===== src/hdl/core_model_regs.svh =====
// offsets, field positions, reset values and timing counts of the core register model
`ifndef CORE_MODEL_REGS_SVH
`define CORE_MODEL_REGS_SVH

`define IDX_PTR_HIGH_OFS 8'hBE
`define IDX_PTR_LOW_OFS 8'hBF
`define COND_FLAGS_OFS 8'hEF
`define STACK_TOP_OFS 8'hEE

`define STACK_BASE 8'h30
`define SP_RESET 4'hF
`define PC_RESET 11'h000
`define PROG_SEL_BIT 11

`define FLG_READY 7
`define FLG_G 4
`define FLG_Z 3
`define FLG_C 2
`define FLG_H 1
`define FLG_N 0
`define FLG_WR_MASK 8'h1F

`define VEC_EDGE 11'h7F6
`define VEC_TMR0 11'h7F8
`define VEC_TMR1 11'h7FA
`define VEC_SOFT 11'h7FC

`define IRQ_ENTRY_CYCLES 5

`endif


===== src/hdl/core_model_pkg.sv =====
// types shared by the core register model
package core_model_pkg;

  typedef enum logic [4:0] {
    OP_NONE, OP_LD_A, OP_ADD, OP_ADC, OP_SUBC, OP_AND, OP_OR, OP_XOR,
    OP_INC_A, OP_DEC_A, OP_CLR_A, OP_RLC, OP_RRC, OP_SC, OP_RC,
    OP_LOAD_CARRY_BIT, OP_INVERT_CARRY, OP_LD_X, OP_INC_X, OP_DEC_X,
    OP_IDX_RD, OP_IDX_WR, OP_JMP, OP_CALL_SUBROUTINE, OP_SUBROUTINE_RETURN,
    OP_INTERRUPT_RETURN, OP_SOFTWARE_INTERRUPT, OP_SET_G
  } op_t;

  typedef enum logic [3:0] {
    SEQ_IDLE, SEQ_PUSH_LO, SEQ_PUSH_HI, SEQ_VECTOR, SEQ_SETTLE,
    SEQ_PULL_HI, SEQ_PULL_LO, SEQ_PULL_END
  } seq_t;

  typedef enum logic [1:0] {IRQ_EDGE, IRQ_TMR0, IRQ_TMR1, IRQ_SOFT} irq_src_t;

  typedef struct packed {
    logic ready;
    logic [1:0] spare;
    logic g;
    logic z;
    logic c;
    logic h;
    logic n;
  } flags_t;

  typedef struct packed {
    logic [7:0] result;
    logic c;
    logic h;
    logic wr_a;
    logic upd_c;
    logic upd_h;
    logic upd_zn;
  } alu_res_t;

  typedef struct packed {
    logic take;
    irq_src_t src;
    logic [10:0] vector;
  } irq_sel_t;

endpackage


===== src/hdl/core_alu.sv =====
// accumulator arithmetic and carry manipulation with flag results
`timescale 1ns/1ps
`include "core_model_regs.svh"
module core_alu
  import core_model_pkg::*;
(
  input wire op_t op_in,
  input wire logic [7:0] acc_in,
  input wire logic [7:0] opnd_in,
  input wire logic [2:0] bit_sel_in,
  input wire logic carry_in,
  output alu_res_t res_out
);

  // nine-bit sum plus carry out of bit 3
  function automatic logic [9:0] add_hc(input logic [7:0] a, input logic [7:0] b,
                                        input logic ci);
    logic [4:0] lo;
    logic [8:0] s;
    lo = {1'b0, a[3:0]} + {1'b0, b[3:0]} + {4'h0, ci};
    s = {1'b0, a} + {1'b0, b} + {8'h00, ci};
    add_hc = {lo[4], s};
  endfunction

  always_comb begin
    logic [9:0] sum;
    sum = 10'h000;
    res_out = '0;
    unique case (op_in)
      OP_LD_A: begin
        res_out.result = opnd_in;
        res_out.wr_a = 1'b1;
        res_out.upd_zn = 1'b1;
      end
      OP_ADD, OP_ADC, OP_SUBC, OP_INC_A, OP_DEC_A: begin
        unique case (op_in)
          OP_ADD: sum = add_hc(acc_in, opnd_in, 1'b0);
          OP_ADC: sum = add_hc(acc_in, opnd_in, carry_in);
          OP_SUBC: sum = add_hc(acc_in, ~opnd_in, carry_in);
          OP_INC_A: sum = add_hc(acc_in, 8'h01, 1'b0);
          default: sum = add_hc(acc_in, 8'hFF, 1'b0);
        endcase
        res_out.result = sum[7:0];
        res_out.c = sum[8];
        res_out.h = sum[9];
        res_out.wr_a = 1'b1;
        res_out.upd_zn = 1'b1;
        res_out.upd_c = (op_in == OP_ADC) || (op_in == OP_SUBC);
        res_out.upd_h = res_out.upd_c;
      end
      OP_AND, OP_OR, OP_XOR, OP_CLR_A: begin
        unique case (op_in)
          OP_AND: res_out.result = acc_in & opnd_in;
          OP_OR: res_out.result = acc_in | opnd_in;
          OP_XOR: res_out.result = acc_in ^ opnd_in;
          default: res_out.result = 8'h00;
        endcase
        res_out.wr_a = 1'b1;
        res_out.upd_zn = 1'b1;
      end
      OP_RLC, OP_RRC: begin
        res_out.result = (op_in == OP_RLC) ? {acc_in[6:0], carry_in} : {carry_in, acc_in[7:1]};
        res_out.c = (op_in == OP_RLC) ? acc_in[7] : acc_in[0];
        res_out.wr_a = 1'b1;
        res_out.upd_c = 1'b1;
        res_out.upd_zn = 1'b1;
      end
      OP_SC, OP_RC, OP_LOAD_CARRY_BIT, OP_INVERT_CARRY: begin
        unique case (op_in)
          OP_SC: res_out.c = 1'b1;
          OP_RC: res_out.c = 1'b0;
          OP_LOAD_CARRY_BIT: res_out.c = opnd_in[bit_sel_in];
          default: res_out.c = ~carry_in;
        endcase
        res_out.upd_c = 1'b1;
      end
      default: res_out = '0;
    endcase
  end

endmodule


===== config.mk =====
export PLATFORM = sky130hd
export DESIGN_NAME = core_alu
export DESIGN_NICKNAME = d
export VERILOG_FILES = /design/src/hdl/core_model_pkg.sv /design/src/hdl/core_alu.sv
export VERILOG_INCLUDE_DIRS = /design/src /design/src/hdl
export SDC_FILE = /design/constraint.sdc
export NUM_CORES = 1
export LEC_CHECK = 0
export BUFFER_PORTS_ARGS = -buffer_cell sky130_fd_sc_hd__buf_2
export CORE_UTILIZATION = 50
export DETAILED_ROUTE_END_ITERATION = 8
export GPL_TIMING_DRIVEN = 1
export PLACE_DENSITY = 0.72
export RECOVER_POWER = 25
export SLEW_MARGIN = 40
export SYNTH_ARGS = -nofsm -noshare
export SYNTH_HDL_FRONTEND = slang
export SYNTH_SLANG_ARGS = --single-unit

===== constraint.sdc =====
create_clock -name vclk -period 3.25
set_input_delay 0.1625 -clock vclk [all_inputs]
set_output_delay 0.1625 -clock vclk [all_outputs]
set_load 0.02 [all_outputs]

==> impl_metrics.tcl <==
set metrics [dict create \
    syn-num-nets 383 \
    critPathCapture "res_out[12]" \
    syn_to_final_growth_pct 10.8 \
    cp_max_fo 6 \
    dieArea_um2 4910 \
    fillers 440 \
    period_share_pct 92.7 \
    max_stage_delay_ns 0.49 \
    cts_resized 0 \
    seqCellArea_um2 0 \
    crit_start "acc_in[0]" \
    antenna_found_initial 0 \
    critPathRequiredTime_ns 3.09 \
    yosysMostFrequentCell "ha_1" \
    port_buffers 39 \
    final_util_pct 58.1 \
    nFlopsAndLatches 0 \
    core_um2 4410 \
    dp_hpwl_mm 6.22 \
    die_w_um 70.0 \
    via_per_inst 6.86 \
    path_class "in -> out" \
    num_vias 2794 \
    layout-drive-gt1-share_pct 18.9 \
    start_util_pct 52.4 \
    place_area_um2 2570 \
    synth_area_leaders "ha_1 (17%), nor2_1 (4.9%), a21oi_1 (4.3%), inv_1 (4.1%), xnor2_1 (3.8%)" \
    drt_pass1_iterations 5 \
    fmax_ghz 0.332 \
    rsz0062_at_grt "no" \
    ant_nets 0 \
    maxSlewViolCount 0 \
    endpoint_kind "output pin" \
    worst_pin_slew_ns 0.700 \
    synth_commonest_cells "ha_1 (32), nor2_1 (30), inv_1 (25), a21oi_1 (20), nand2_1 (19)" \
    power_density_nw_per_um2 170 \
    p_leak_uw 0.00111 \
    nClkBuffers 0 \
    timing_hold_violations_final 0 \
    grt_max_degree 17 \
    wl_per_cell_um 19.6 \
    gp_congestion 0.985 \
    min_path_type "in -> out" \
    synth_top_cell_area_share_pct 17.3 \
    ys_warn_count 0 \
    start_kind "primary input" \
    grt_overflow 0 \
    diodes 0 \
    crit_slowest_cell "fa_1" \
    wirelength_mm 8.00 \
    outcome "complete, no violations" \
    drc 0 \
    fin_nets 418 \
    tns_ns 0 \
    grt.total_usage_pct 31.9 \
    grt_pass1_wl_mm 12.7 \
    postLayoutCellArea_um2 2560 \
    setup_violations 0 \
    slew_headroom_pct 53.0 \
    rows 24 \
    peakVddDrop_mv 0.109 \
    fin_crit_ns 3.01 \
    post-cts-setup-buffer-count 0 \
    io_pins 39 \
    arrival_ns 2.85 \
    grt_pass1_vias 2488 \
    yosys.area.top_type "ha_1" \
    dieHeight_um 70.0 \
    drtIter0Drc 298 \
    yosysUniqueCellTypes 72 \
    ctsHoldBuffers 0 \
    ys_seq_area_share_pct 0 \
    syn_area_um2 2310 \
    avgSynthCellArea_um2 7.19 \
    synthCells 322 \
    cap_violations 0 \
    cp_cell_sequence "buf_2, inv_1, fa_1, fa_1, o21ba_2, o41ai_1, a211oi_1, mux2i_1, a21oi_1, a32oi_1, buf_2" \
]
[worst max-delay path: cells and delay by family]
family                     cells  cell delay [ns]
buffers and inverters          3             0.46
AOI/OAI and AO/OA              5             1.13
adders and majority gates      2             0.93
muxes                          1             0.17
[power breakdown]
| group | internal [µW] | switching, µW | leakage, µW | total (µW) |
|---|---|---|---|---|
| registers | 0 | 0 | 0 | 0 |
| logic | 170 | 265 | 0.00111 | 435 |
| clock network | 0 | 0 | 0 | 0 |
| total | 170 | 265 | 0.00111 | 435 |
[worst min path at each step]
stage / startpoint / to / slack [ns] / cells after the start
3_3_place_gp: opnd_in[2] / res_out[8] / 0.73 / 4
3_5_place_dp: opnd_in[2] / res_out[8] / 0.74 / 4
5_1_grt: opnd_in[2] / res_out[8] / 0.77 / 4
2_1_floorplan: acc_in[2] / res_out[7] / 0.55 / 2
4_1_cts: opnd_in[2] / res_out[8] / 0.74 / 4
6_report: opnd_in[2] / res_out[8] / 0.74 / 4
[final cells by class]
| type | instances | area [µm²] | area share [%] |
|---|---|---|---|
| inverter | 27 | 101 | 3.95 |
| multi-input combinational | 279 | 2130 | 83.1 |
| tap | 52 | 65.1 | 2.54 |
| timing repair buffer | 49 | 267 | 10.4 |
[cells by family (layout without fill, tap and decap cells)]
logic type,count (synthesis),after routing,share of synthesized area [%]
muxes,5,5,3.24
xor gates and xnor gates,15,15,6.00
and+or+nand+nor,106,106,24.4
adders and majority gates,36,36,20.8
buffers and inverters,43,76,7.95
AOI/OAI and AO/OA,117,117,37.7
[metal layers]
layer  global-route usage [%]  share of wire [%]  vias to the layer above
li1                         -                  -                     1293
met4                     10.9                4.1                        0
met1                     43.4                 41                     1313
met3                     6.64                 10                       25
met2                     49.8                 44                      163
met5                        0                  0                        -
[metrics by stage]
stage                     std cells  hold WS (ns)  setup slack (ns)  total power, µW
final                           407         0.741             0.238              435
after CTS                       407         0.742             0.264              426
after global routing            407         0.770            0.0104              469
after detailed placement        407         0.742             0.266              424
after floorplan                 322         0.547             0.443              303
after global placement          407         0.733             0.349              420
[placed cells by master, fill, tap and decap left out, types with 3 or more instances in the layout]
master    Yosys  layout
a211oi_1      6       6
a21o_1        4       4
a21oi_1      20      20
a221o_1       3       3
a222oi_1      3       3
a22oi_1       7       7
a32oi_1       7       7
buf_2         6      36
buf_4         4      10
clkbuf_1      4       3
fa_1          4       4
ha_1         32      32
inv_1        25      25
mux2i_1       3       3
nand2_1      19      19
nand2b_1      8       8
nand3_1       9       9
nand4_1       4       4
nor2_1       30      30
nor2b_1       5       5
nor3_1        9       9
nor4_1        5       5
o211ai_1      3       3
o21a_1        6       6
o21ai_0      17      17
o21ai_1       3       3
o21bai_1      3       3
o22ai_1       5       5
xnor2_1      10      10
xor2_1        4       4
(Power assumes the default switching activity.)
